<file path="config.mk">
export PLATFORM = sky130hd
export DESIGN_NAME = psc_power_ctrl
export DESIGN_NICKNAME = d
export VERILOG_FILES = /design/src/rtl/psc_pkg.sv /design/src/rtl/psc_power_ctrl.sv
export VERILOG_INCLUDE_DIRS = /design/src /design/src/rtl
export SDC_FILE = /design/constraint.sdc
export NUM_CORES = 1
export LEC_CHECK = 0
export ABC_AREA = 1
export BUFFER_PORTS_ARGS = -buffer_cell sky130_fd_sc_hd__buf_2
export CAP_MARGIN = 20
export CORE_AREA = 2 2 163 165
export DETAILED_ROUTE_END_ITERATION = 7
export DIE_AREA = 0 0 165 167
export PLACE_DENSITY_LB_ADDON = 0.05
export SLEW_MARGIN = 20
export SYNTH_ARGS = -nofsm -noshare
export SYNTH_HDL_FRONTEND = slang
export SYNTH_SLANG_ARGS = --single-unit
</file>
<file path="constraint.sdc">
create_clock -name pclk -period 2.35 [get_ports pclk]
set_input_delay 0.705 -clock pclk [delete_from_list [all_inputs] [get_ports pclk]]
set_output_delay 0.705 -clock pclk [all_outputs]
set_load 0.01 [all_outputs]
</file>
<file path="src/rtl/psc_defines.svh">
`ifndef PSC_DEFINES_SVH
`define PSC_DEFINES_SVH

// register byte offsets
`define PSC_OFF_WAKE      12'h000
`define PSC_OFF_CLOCK_DIVIDER_REG    12'h004
`define PSC_OFF_GATE      12'h008
`define PSC_OFF_FUNC_ON   12'h00c
`define PSC_OFF_IDLE_STOP 12'h010
`define PSC_OFF_CTRL      12'h014
`define PSC_OFF_IRQ_STAT  12'h018
`define PSC_OFF_IRQ_MASK  12'h01c

// wake source field positions
`define PSC_WAKE_EXT_INT  8
`define PSC_WAKE_FAULT    7
`define PSC_WAKE_WDOG     4
`define PSC_WAKE_ALARM    3
`define PSC_WAKE_PIN_RST  2
`define PSC_WAKE_POR      0
`define PSC_WAKE_IMPL_MSK 16'h019d

// clock divider field positions
`define PSC_CLOCK_DIVIDER_REG_ROI    15
`define PSC_CLOCK_DIVIDER_REG_RAT_HI 14
`define PSC_CLOCK_DIVIDER_REG_RAT_LO 12
`define PSC_CLOCK_DIVIDER_REG_CPU_SLOWDOWN_ENABLE  11
`define PSC_CLOCK_DIVIDER_REG_MSK    16'hf800

// control register bits
`define PSC_CTRL_DEEP     0
`define PSC_CTRL_IDLE     1

// reset values
`define PSC_RST_WAKE      16'h0000
`define PSC_RST_CLOCK_DIVIDER_REG    16'h0000
`define PSC_RST_GATE      32'h0000_0000
`define PSC_RST_FUNC_ON   32'h0000_0000
`define PSC_RST_IDLE_STOP 32'h0000_0000
`define PSC_RST_CTRL      2'h0
`define PSC_RST_IRQ       6'h00

// value shown on reads of a gated-off module
`define PSC_INVALID_READ  32'hdead_beef

`endif

</file>
<file path="src/rtl/psc_pkg.sv">
package psc_pkg;
   typedef struct packed {
      logic ext_int;
      logic fault;
      logic wdog;
      logic alarm;
      logic pin_rst;
      logic por;
   } psc_wake_ev_t;

   typedef struct packed {
      logic [11:0] addr;
      logic        wr;
      logic [31:0] wdata;
   } psc_mod_req_t;

   typedef enum logic [1:0] {
      PSC_CPU_FULL = 2'b01,
      PSC_CPU_DOZE = 2'b10
   } psc_cpu_mode_t;
endpackage : psc_pkg

</file>
<file path="src/rtl/psc_power_ctrl.sv">
// Overview of operation
// - external interrupt 0 in deep sleep sets wake bit 8
// - fault during deep sleep sets wake bit 7
// - deep sleep watchdog timeout sets wake bit 4
// - calendar alarm during deep sleep sets wake bit 3
// - master clear pin during deep sleep sets wake bit 2
// - power-on reset event sets wake bit 0
// - only power-on flag may set outside deep sleep
// - unimplemented wake bits read zero
// - doze slows only cpu; peripherals stay at full clock
// - doze entered when clock divider bit 11 set
// - bits 14:12 choose ratio 1:1 to 1:128, default 1:1
// - restore-on-interrupt bit 15 returns cpu to full speed
// - gate bit stops module clocks, blocks writes, invalid reads
// - function-on cleared stops function, registers stay usable
// - modules run in idle unless stop-in-idle bit set
// - capture, compare, calendar modules have no function enable
`timescale 1ns/1ps
`include "psc_defines.svh"

module psc_power_ctrl #(
   parameter int NMOD      = 8,
   parameter int IC_IDX    = 5,
   parameter int OC_IDX    = 6,
   parameter int CAL_IDX   = 7
) (
   input  wire logic                pclk,
   input  wire logic                presetn,
   input  wire logic                psel,
   input  wire logic                penable,
   input  wire logic                pwrite,
   input  wire logic [11:0]         paddr,
   input  wire logic [31:0]         pwdata,
   output logic      [31:0]         prdata,
   output logic                     pready,
   output logic                     pslverr,
   input  wire psc_pkg::psc_wake_ev_t wake_ev,
   input  wire logic                cpu_irq,
   output logic                     cpu_clk_en,
   output logic                     periph_clk_en,
   output logic      [NMOD-1:0]     mod_clk_en,
   output logic      [NMOD-1:0]     mod_func_en,
   output logic      [NMOD-1:0]     mod_sel,
   output psc_pkg::psc_mod_req_t    mod_req,
   input  wire logic [NMOD*32-1:0]  mod_rdata,
   output logic                     deep_sleep,
   output logic                     idle_mode,
   output logic                     irq
);
   import psc_pkg::*;

   // ==========================================================
   // bus decode
   // ==========================================================
   logic        acc;
   logic        wr_acc;
   logic        rd_acc;
   logic        hit_mod;
   logic [2:0]  mod_idx;
   assign acc     = psel & penable;
   assign wr_acc  = acc & pwrite;
   assign rd_acc  = acc & ~pwrite;
   assign pready  = 1'b1;
   // module windows sit at 0x100 + 0x20 * index
   assign hit_mod = paddr[11:8] == 4'h1;
   assign mod_idx = paddr[7:5];

   logic unmapped;
   always_comb begin
      unmapped = 1'b0;
      if (!hit_mod) begin
         unique case (paddr)
            `PSC_OFF_WAKE, `PSC_OFF_CLOCK_DIVIDER_REG, `PSC_OFF_GATE,
            `PSC_OFF_FUNC_ON, `PSC_OFF_IDLE_STOP, `PSC_OFF_CTRL,
            `PSC_OFF_IRQ_STAT, `PSC_OFF_IRQ_MASK: unmapped = 1'b0;
            default: unmapped = 1'b1;
         endcase
      end else if (32'(mod_idx) >= NMOD) begin
         unmapped = 1'b1;
      end
   end
   assign pslverr = acc & unmapped;

   // ==========================================================
   // control registers
   // ==========================================================
   logic [15:0]     wake_q;
   logic [15:0]     clock_divider_reg_q;
   logic [NMOD-1:0] gate_q;
   logic [NMOD-1:0] func_on_q;
   logic [NMOD-1:0] idle_stop_q;
   logic [1:0]      ctrl_q;
   logic [5:0]      irq_stat_q;
   logic [5:0]      irq_mask_q;

   logic [NMOD-1:0] no_func_en;
   always_comb begin
      no_func_en = '0;
      no_func_en[IC_IDX]  = 1'b1;
      no_func_en[OC_IDX]  = 1'b1;
      no_func_en[CAL_IDX] = 1'b1;
   end

   always_ff @(posedge pclk or negedge presetn) begin
      if (!presetn) begin
         clock_divider_reg_q    <= `PSC_RST_CLOCK_DIVIDER_REG;
         gate_q      <= NMOD'(`PSC_RST_GATE);
         func_on_q   <= NMOD'(`PSC_RST_FUNC_ON);
         idle_stop_q <= NMOD'(`PSC_RST_IDLE_STOP);
         ctrl_q      <= `PSC_RST_CTRL;
         irq_mask_q  <= `PSC_RST_IRQ;
      end else if (wr_acc && !hit_mod) begin
         unique case (paddr)
            `PSC_OFF_CLOCK_DIVIDER_REG:
               clock_divider_reg_q <= pwdata[15:0] & `PSC_CLOCK_DIVIDER_REG_MSK;
            `PSC_OFF_GATE:      gate_q      <= pwdata[NMOD-1:0];
            `PSC_OFF_FUNC_ON:
               func_on_q <= pwdata[NMOD-1:0] & ~no_func_en;
            `PSC_OFF_IDLE_STOP: idle_stop_q <= pwdata[NMOD-1:0];
            `PSC_OFF_CTRL:      ctrl_q      <= pwdata[1:0];
            `PSC_OFF_IRQ_MASK:  irq_mask_q  <= pwdata[5:0];
            default: ;
         endcase
      end
   end
   assign deep_sleep = ctrl_q[`PSC_CTRL_DEEP];
   assign idle_mode  = ctrl_q[`PSC_CTRL_IDLE];

   // ==========================================================
   // wake source flags
   // ==========================================================
   // events from the always-on domain arrive as same-clock pulses
   logic [15:0] wake_set;
   always_comb begin
      wake_set = '0;
      wake_set[`PSC_WAKE_EXT_INT] = wake_ev.ext_int & deep_sleep;
      wake_set[`PSC_WAKE_FAULT]   = wake_ev.fault & deep_sleep;
      wake_set[`PSC_WAKE_WDOG]    = wake_ev.wdog & deep_sleep;
      wake_set[`PSC_WAKE_ALARM]   = wake_ev.alarm & deep_sleep;
      wake_set[`PSC_WAKE_PIN_RST] = wake_ev.pin_rst & deep_sleep;
      wake_set[`PSC_WAKE_POR]     = wake_ev.por;
   end

   logic wake_wr;
   assign wake_wr = wr_acc && !hit_mod && paddr == `PSC_OFF_WAKE;

   // set wins over a software clear in the same cycle
   always_ff @(posedge pclk or negedge presetn) begin
      if (!presetn) begin
         wake_q <= `PSC_RST_WAKE;
      end else begin
         wake_q <= ((wake_wr ? pwdata[15:0] & wake_q : wake_q)
                    | wake_set) & `PSC_WAKE_IMPL_MSK;
      end
   end

   // ==========================================================
   // interrupt status, cleared by reading it
   // ==========================================================
   logic [5:0] ev_vec;
   logic       stat_rd;
   assign ev_vec  = {wake_set[8], wake_set[7], wake_set[4],
                     wake_set[3], wake_set[2], wake_set[0]};
   assign stat_rd = rd_acc && !hit_mod && paddr == `PSC_OFF_IRQ_STAT;
   always_ff @(posedge pclk or negedge presetn) begin
      if (!presetn) begin
         irq_stat_q <= `PSC_RST_IRQ;
      end else begin
         irq_stat_q <= (stat_rd ? 6'h00 : irq_stat_q) | ev_vec;
      end
   end
   assign irq = |(irq_stat_q & irq_mask_q);

   // ==========================================================
   // doze divider
   // ==========================================================
   logic [6:0]    doze_cnt_q;
   logic [6:0]    doze_lim;
   psc_cpu_mode_t mode_q;
   logic          doze_on;
   assign doze_on  = clock_divider_reg_q[`PSC_CLOCK_DIVIDER_REG_CPU_SLOWDOWN_ENABLE];
   // ratio 2^n - 1 wraps the counter: 1:1 .. 1:128
   assign doze_lim = 7'((8'h01 << clock_divider_reg_q[14:12]) - 8'h01);

   always_ff @(posedge pclk or negedge presetn) begin
      if (!presetn) begin
         mode_q <= PSC_CPU_FULL;
      end else begin
         unique case (mode_q)
            PSC_CPU_FULL: begin
               if (doze_on && !(cpu_irq && clock_divider_reg_q[`PSC_CLOCK_DIVIDER_REG_ROI]))
                  mode_q <= PSC_CPU_DOZE;
            end
            PSC_CPU_DOZE: begin
               if (!doze_on)
                  mode_q <= PSC_CPU_FULL;
               else if (cpu_irq && clock_divider_reg_q[`PSC_CLOCK_DIVIDER_REG_ROI])
                  mode_q <= PSC_CPU_FULL;
            end
            default: mode_q <= PSC_CPU_FULL;
         endcase
      end
   end

   // after a restore, doze is re-entered once cpu_irq drops with the doze bit still set;
   // interrupts alone never end it while restore is off
   logic doze_wr;
   assign doze_wr = wr_acc && !hit_mod && paddr == `PSC_OFF_CLOCK_DIVIDER_REG;

   always_ff @(posedge pclk or negedge presetn) begin
      if (!presetn) begin
         doze_cnt_q <= '0;
      end else if (mode_q != PSC_CPU_DOZE || doze_wr) begin
         doze_cnt_q <= '0;
      end else if (doze_cnt_q >= doze_lim) begin
         doze_cnt_q <= '0;
      end else begin
         doze_cnt_q <= doze_cnt_q + 7'h01;
      end
   end

   // one cpu enable per ratio period; peripherals always run
   assign cpu_clk_en    = (mode_q == PSC_CPU_FULL) ||
                          (doze_cnt_q == 7'h00);
   assign periph_clk_en = 1'b1;

   // ==========================================================
   // per-module gating
   // ==========================================================
   assign mod_clk_en  = ~gate_q & ~(idle_stop_q & {NMOD{idle_mode}});
   assign mod_func_en = mod_clk_en & (func_on_q | no_func_en);

   // gated modules see no select, so writes are dropped
   always_comb begin
      mod_sel = '0;
      if (psel && hit_mod && 32'(mod_idx) < NMOD)
         mod_sel[mod_idx] = ~gate_q[mod_idx];
   end
   assign mod_req.addr  = {7'h00, paddr[4:0]};
   assign mod_req.wr    = pwrite & penable;
   assign mod_req.wdata = pwdata;

   // ==========================================================
   // read data
   // ==========================================================
   logic [31:0] rd_mux;
   always_comb begin
      rd_mux = 32'h0000_0000;
      if (hit_mod) begin
         if (32'(mod_idx) < NMOD) begin
            if (gate_q[mod_idx])
               rd_mux = `PSC_INVALID_READ;
            else
               rd_mux = mod_rdata[32*mod_idx +: 32];
         end
      end else begin
         unique case (paddr)
            `PSC_OFF_WAKE:      rd_mux = {16'h0000, wake_q};
            `PSC_OFF_CLOCK_DIVIDER_REG:    rd_mux = {16'h0000, clock_divider_reg_q};
            `PSC_OFF_GATE:      rd_mux = 32'(gate_q);
            `PSC_OFF_FUNC_ON:   rd_mux = 32'(func_on_q);
            `PSC_OFF_IDLE_STOP: rd_mux = 32'(idle_stop_q);
            `PSC_OFF_CTRL:      rd_mux = {30'h0, ctrl_q};
            `PSC_OFF_IRQ_STAT:  rd_mux = {26'h0, irq_stat_q};
            `PSC_OFF_IRQ_MASK:  rd_mux = {26'h0, irq_mask_q};
            default:            rd_mux = 32'h0000_0000;
         endcase
      end
   end
   assign prdata = rd_acc ? rd_mux : 32'h0000_0000;
endmodule : psc_power_ctrl

</file>
==> results of run 1 <==
-- how the worst max path moves through the flow --
stage	start	to	slack [ns]
after floorplan	paddr[7]	prdata[11]	-0.1
after global placement	paddr[5]	prdata[5]	-0.59
after detailed placement	paddr[5]	mod_sel[0]	-0.65
after CTS	paddr[6]	prdata[3]	-0.48
after global routing	paddr[6]	prdata[6]	-0.55
final	paddr[5]	prdata[26]	-0.46
-- logic make-up (layout without fill, tap and decap cells) --
kind of cell,after synthesis,in the layout
mux,5,5
buf+inv,190,642
xor+xnor,7,7
other cells,2,14
fa+ha+maj,10,10
compound gates,157,157
flops,55,55
simple gates,593,593
-- synth_stat cells, types with 3 or more instances --
library cell,number,area [sq um]
a21oi_1,47,235.2
a22oi_1,13,97.59
a31oi_1,5,31.28
and2_1,7,43.79
buf_2,19,95.09
buf_4,54,405.4
buf_6,12,135.1
clkbuf_1,5,18.77
dfrtp_1,54,1351
ha_1,10,125.1
inv_1,82,307.8
inv_2,15,56.30
mux2_1,5,56.30
nand2_1,329,1235
nand2_2,8,50.05
nand3_1,71,355.3
nand3_2,5,50.05
nand3_4,3,52.55
nand4_1,29,181.4
nor2_1,115,431.7
nor2_2,3,18.77
nor2_4,4,45.04
nor3_1,10,50.05
o21a_1,3,22.52
o21ai_0,34,170.2
o21ai_1,31,155.2
o21ai_2,7,61.31
o22ai_1,4,25.02
o31ai_1,3,22.52
or2_2,3,18.77
xnor2_1,3,26.28
xor2_1,4,35.03
-- metal layers --
metal | vias up | share of wire, %
met3 | 23 | 5.8
met5 | - | 0
met1 | 3928 | 43
met4 | 0 | 1.4
li1 | 4171 | -
met2 | 299 | 50
-- flip-flops by register name (all words and copies together) (netlist names) --
register / count
gate_q: 8
ctrl_q: 2
idle_stop_q: 8
irq_stat_q: 6
irq_mask_q: 6
mode_q: 2
clock_divider_reg_q: 5
func_on_q: 5
wake_q: 6
doze_cnt_q: 7
-- metrics by stage --
| stage | std cells | TNS [ns] | hold WS (ns) | setup slack [ns] | total power (W) |
|---|---|---|---|---|---|
| global placement | 1770 | -20.11 | 0.4648 | -0.5912 | 0.001858 |
| finish | 1818 | -15.24 | 0.2983 | -0.4612 | 0.002955 |
| floorplan | 1026 | -1.319 | 0.4094 | -0.09685 | 0.001388 |
| CTS | 1810 | -17.86 | 0.3002 | -0.4833 | 0.002930 |
| detailed placement | 1770 | -20.96 | 0.4760 | -0.6497 | 0.001855 |
| global route | 1815 | -18.29 | 0.3034 | -0.5469 | 0.003095 |
-- where the power goes --
part	internal, W	switching (W)
Combinational	0.000493	0.000534
Sequential	0.000954	0.00000630
Clock	0.000612	0.000355
Total	0.00206	0.000896
-- final cells by class --
class	instances	area, sq um
Timing Repair Buffer	536	3811
Inverter	98	411.6
Tap cell	335	419.2
Antenna cell	5	12.51
Sequential cell	55	1378
Clock inverter	2	60.06
Clock buffer	6	128.9
Multi-Input combinational cell	781	4529
Fill cell	2868	15010
-- what timing repair did --
item,CTS,global route
hold endpoints to repair,0,0
pin swaps,45,61
hold buffers,0,0
gates cloned,5,3
resized for setup,141,116
buffers inserted,27,8
setup endpoints to repair,41,54
==> qor.csv, run 1 <==
metric;value;unit
ys_ff_latch;55;
slowest_delay;0.26;ns
layout.nets;1799;
port_buffers;374;
synth-xor-area-share;0.9963;%
synth-compound-area-share;14.64;%
yosysSeqAreaShare;22.39;%
crit_fanout;9;
power_density;274.9;mW/mm^2
cts.htree.levels;2;
rsz0062_at_grt;yes;
reg2reg_slack;0.20;ns
drive_above_1_share;51.29;%
leakagePower;5.591;nW
grt_use_met3;2.889;%
cp.depth;13;
synth_top_family_by_area;simple AND/OR/NAND/NOR gates;
gr-total-overflow;0;
synth_cells;1019;
startpoint_type;primary input;
arrival;2.11;ns
clk_pin_slew;0.07;ns
clk_root_buffer_cell;clkbuf_16;
critPathCaptureType;primary output;
min_path_type;in2async;
reg2reg_depth;12;
report.final.slew_viol_count;0;
outcome;finished with violations;
synth.distinct_cells;47;
core_area;0.02576;sq mm
grt_usage;24.64;%
io_pins;420;
dieArea;0.02756;sq mm
path_buf_inv;6;
routed_wl;35.86;mm
rows;59;
drt_pre_antenna_iters;5;
skew;0.002524;ns
mostFrequentLayoutCells;buf_2, nand2_1, buf_4, inv_1, nor2_1;
synth_edf_count;0;
clk_latency;0.29;ns
start_util;23.88;%
ys.flop_type;dfrtp_1;
grt_max_degree;45;
synth-simple-area-share;42.17;%
die_h;167;um
mostFrequentLayoutCell;buf_2;
synthAdderAreaFrac;2.033;%
min_period;2.811;ns
syn_area;0.006153;sq mm
grtUsageMet2;44.24;%
cp.required;1.64;ns
cts_buffer_depth;2;
yosys_warnings;0;
crit_type;in2out;
crit_family;buffers and inverters;
vias;8421;
r2r_end;doze_cnt_q[4]$_DFF_PN0_;
async_flop_share;100.0;%
r2r-start;clock_divider_reg_q[13]$_DFFE_PN0P_;
wl_per_cell;19.72;um
critPathSlowestCell;bufbuf_16;
first_global_vias;8401;
hold_viol_final;0;
grt_pass1_wl;50.83;mm
fin_area;0.01075;sq mm
synthToLayoutAreaGrowth;74.70;%
synth.mux.area_fraction;0.9150;%
die_w;165;um
numCtsBuffers;5;
ir_drop;311.5;uV
dpl.hpwl;29.67;mm
setup_slack;-0.4612;ns
avgSynthCellArea;6.039;sq um
grt_use_met1;31.79;%
cts_tree;yes;
drc_errors;0;
viasPerCell;4.632;
cp_cell_sequence;buf_12 -> inv_8 -> bufbuf_16 -> nand2_4 -> inv_4 -> clkbuf_16 -> nand2_1 -> nand2_1 -> a21oi_1 -> nand3_1 -> nor2_2 -> nor2_2 -> buf_4;
ant_nets;0;
drt_iter0_drc;439;
clock-sinks;55;
grt.busiest_layer;met2;
post-route-util;41.73;%
clock.fmax;0.3557;GHz
place_area;0.009140;sq mm
period_share;119.6;%
antenna_found_initial;4;
violations;setup timing;
gp_congestion;0.9382;
setup_violations;41;
drv_cap;0;
(Power assumes the default switching activity.)
==> inputs of run 2 (changes only) <==
--- a/config.mk
+++ b/config.mk
@@ -9,9 +9,10 @@
 export ABC_AREA = 1
 export BUFFER_PORTS_ARGS = -buffer_cell sky130_fd_sc_hd__buf_2
 export CAP_MARGIN = 20
-export CORE_AREA = 2 2 163 165
+export CORE_AREA = 2 2 165 167
+export CTS_BUF_LIST = sky130_fd_sc_hd__clkbuf_8
 export DETAILED_ROUTE_END_ITERATION = 7
-export DIE_AREA = 0 0 165 167
+export DIE_AREA = 0 0 167 169
 export PLACE_DENSITY_LB_ADDON = 0.05
 export SLEW_MARGIN = 20
 export SYNTH_ARGS = -nofsm -noshare
==> run 2 against run 1 <==
Compared with the run above:
- the flow still finishes with violations (setup timing)
- fmax is 3.4% higher
- die area increased by 2.4%
- total power decreased by 7.3%
- sequential share of layout area shrank 0.39 points
- sequential cell count is the same
- sequential power about the same
- largest cell class unchanged
- highest routed layer unchanged
==> qor.csv, run 2 (same netlist as run 1, synthesis figures left out) <==
metric;value;unit;change
rsz0062_at_grt;yes;;
gr-total-overflow;0;;unchanged
cts.htree.levels;2;;unchanged
n_fill_cell;2952;;+2.9%
numCtsBuffers;5;;unchanged
die_h;169;um;+1.2%
period_share;115.7;%;-4.0 points
cp.required;1.64;ns;about the same
final-instance-count-excl-fill;1826;;+0.44%
die_w;167;um;+1.2%
vias;8431;;+0.12%
drt_iter0_drc;485;;+10%
critPathCaptureType;primary output;;
drt_pre_antenna_iters;5;;unchanged
antenna_found_initial;6;;+2
drc_errors;0;;unchanged
grt_pass1_wl;51.23;mm;+0.79%
min_period;2.718;ns;-0.09287 ns
layout.nets;1800;;+0.056%
leakagePower;5.597;nW;+0.11%
clock-sinks;55;;unchanged
first_global_vias;8264;;-1.6%
min_path_type;in2async;;
crit_type;in2out;;
setup_violations;41;;unchanged
cts_tree;yes;;
cts_buffer_depth;2;;unchanged
post-route-util;41.87;%;+0.15 points
start_util;23.22;%;-0.66 points
hold_buffers;0;;unchanged
startpoint_type;primary input;;
mostFrequentLayoutCells;buf_2, nand2_1, buf_4, inv_1, nor2_1;;
arrival;2.01;ns;-0.10 ns
routed_wl;35.73;mm;-0.35%
ant_nets;0;;unchanged
wl_per_cell;19.57;um;-0.79%
clock.fmax;0.3679;GHz;+3.4%
fin_area;0.01110;sq mm;+3.2%
report.final.slew_viol_count;0;;unchanged
drv_cap;0;;unchanged
dpl.hpwl;29.38;mm;-0.97%
clk_latency;0.33;ns;+0.04 ns
clk_root_buffer_cell;clkbuf_8;;
setup_slack;-0.3683;ns;+0.09287 ns
synthToLayoutAreaGrowth;80.34;%;
outcome;finished with violations;;
skew;0.01710;ns;+0.01457 ns
ir_drop;230.5;uV;-26%
reg_top3;gate_q: 8 flops, idle_stop_q: 8 flops, doze_cnt_q: 7 flops;;
grt_usage;23.93;%;-0.71 points
gp_congestion;0.9329;;-0.56%
power_density;247.0;mW/mm^2;-10%
viasPerCell;4.617;;-0.32%
core_area;0.02650;sq mm;+2.9%
io_pins;420;;unchanged
hold_viol_final;0;;unchanged
violations;setup timing;;
dp_cells;1768;;-0.11%
clk_pin_slew;0.10;ns;+0.03 ns
crit_fanout;7;;-2
port_buffers;374;;unchanged
mostFrequentLayoutCell;buf_2;;
dieArea;0.02822;sq mm;+2.4%
rows;60;;+1.7%
drive_above_1_share;53.48;%;+2.2 points
place_area;0.009075;sq mm;-0.71%
grt_max_degree;56;;+24%
run 2: cell type report:
| type | instances | area [sq um] | area share (%) |
|---|---|---|---|
| Clock buffer | 6 | 82.58 | 0.7442 |
| Antenna cell | 6 | 15.01 | 0.1353 |
| Multi-Input combinational cell | 781 | 4720 | 42.53 |
| Tap cell | 341 | 426.7 | 3.845 |
| Clock inverter | 2 | 35.03 | 0.3157 |
| Timing Repair Buffer | 537 | 3994 | 35.99 |
| Inverter | 98 | 445.4 | 4.014 |
| Sequential cell | 55 | 1379 | 12.43 |
run 2: final timing paths:
kind	slack, ns	cells after the start	startpoint	to
max reg2reg	0.19	12	clock_divider_reg_q[13]$_DFFE_PN0P_	doze_cnt_q[0]$_DFF_PN0_
min reg2reg	0.49	1	doze_cnt_q[0]$_DFF_PN0_	doze_cnt_q[0]$_DFF_PN0_
min	0.36	2	presetn	clock_divider_reg_q[11]$_DFFE_PN0P_
max in group asynchronous	1.70	2	presetn	mode_q[0]$_DFFE_PN1P_
min in group pclk	0.49	1	doze_cnt_q[0]$_DFF_PN0_	doze_cnt_q[0]$_DFF_PN0_
max	-0.37	12	paddr[5]	prdata[10]
run 2: where the power goes:
part | internal (W) | switching, W | total (W)
logic | 0.000524 | 0.000563 | 0.00109
registers | 0.000954 | 0.00000631 | 0.000960
clock network | 0.000346 | 0.000348 | 0.000694
run 2: layer usage:
metal | vias up | track usage [%] | share of wire (%)
met4 | 0 | 6.559 | 2.3
met3 | 38 | 3.460 | 5.6
met1 | 3924 | 31.40 | 43
li1 | 4172 | - | -
met5 | - | 0 | 0
met2 | 297 | 41.03 | 49
run 2: what timing repair did:
action	CTS	global route
setup endpoints to repair	41	49
gates resized for setup	194	155
buffers inserted	15	20
pin swaps	62	73
cloned	6	4
run 2: worst max-delay path, cell delays in order:
cell and delay [ns]:
buf_12 0.13, inv_16 0.08, buf_12 0.14, nand3_4 0.10, inv_6 0.11, buf_12 0.15
buf_6 0.11, nand2_1 0.04, nand4_1 0.09, nor3_2 0.06, nor2_1 0.12, buf_2 0.15
run 2: through the flow:
step	TNS (ns)	power [W]	setup slack, ns	hold WS [ns]
finish	-12.32	0.002741	-0.3683	0.3600
global route	-15.49	0.002885	-0.4574	0.3779
CTS	-12.90	0.002675	-0.3710	0.3772
detailed placement	-20.79	0.001857	-0.6387	0.4805
global placement	-20.46	0.001860	-0.6084	0.4785
floorplan	-1.319	0.001388	-0.09685	0.4094
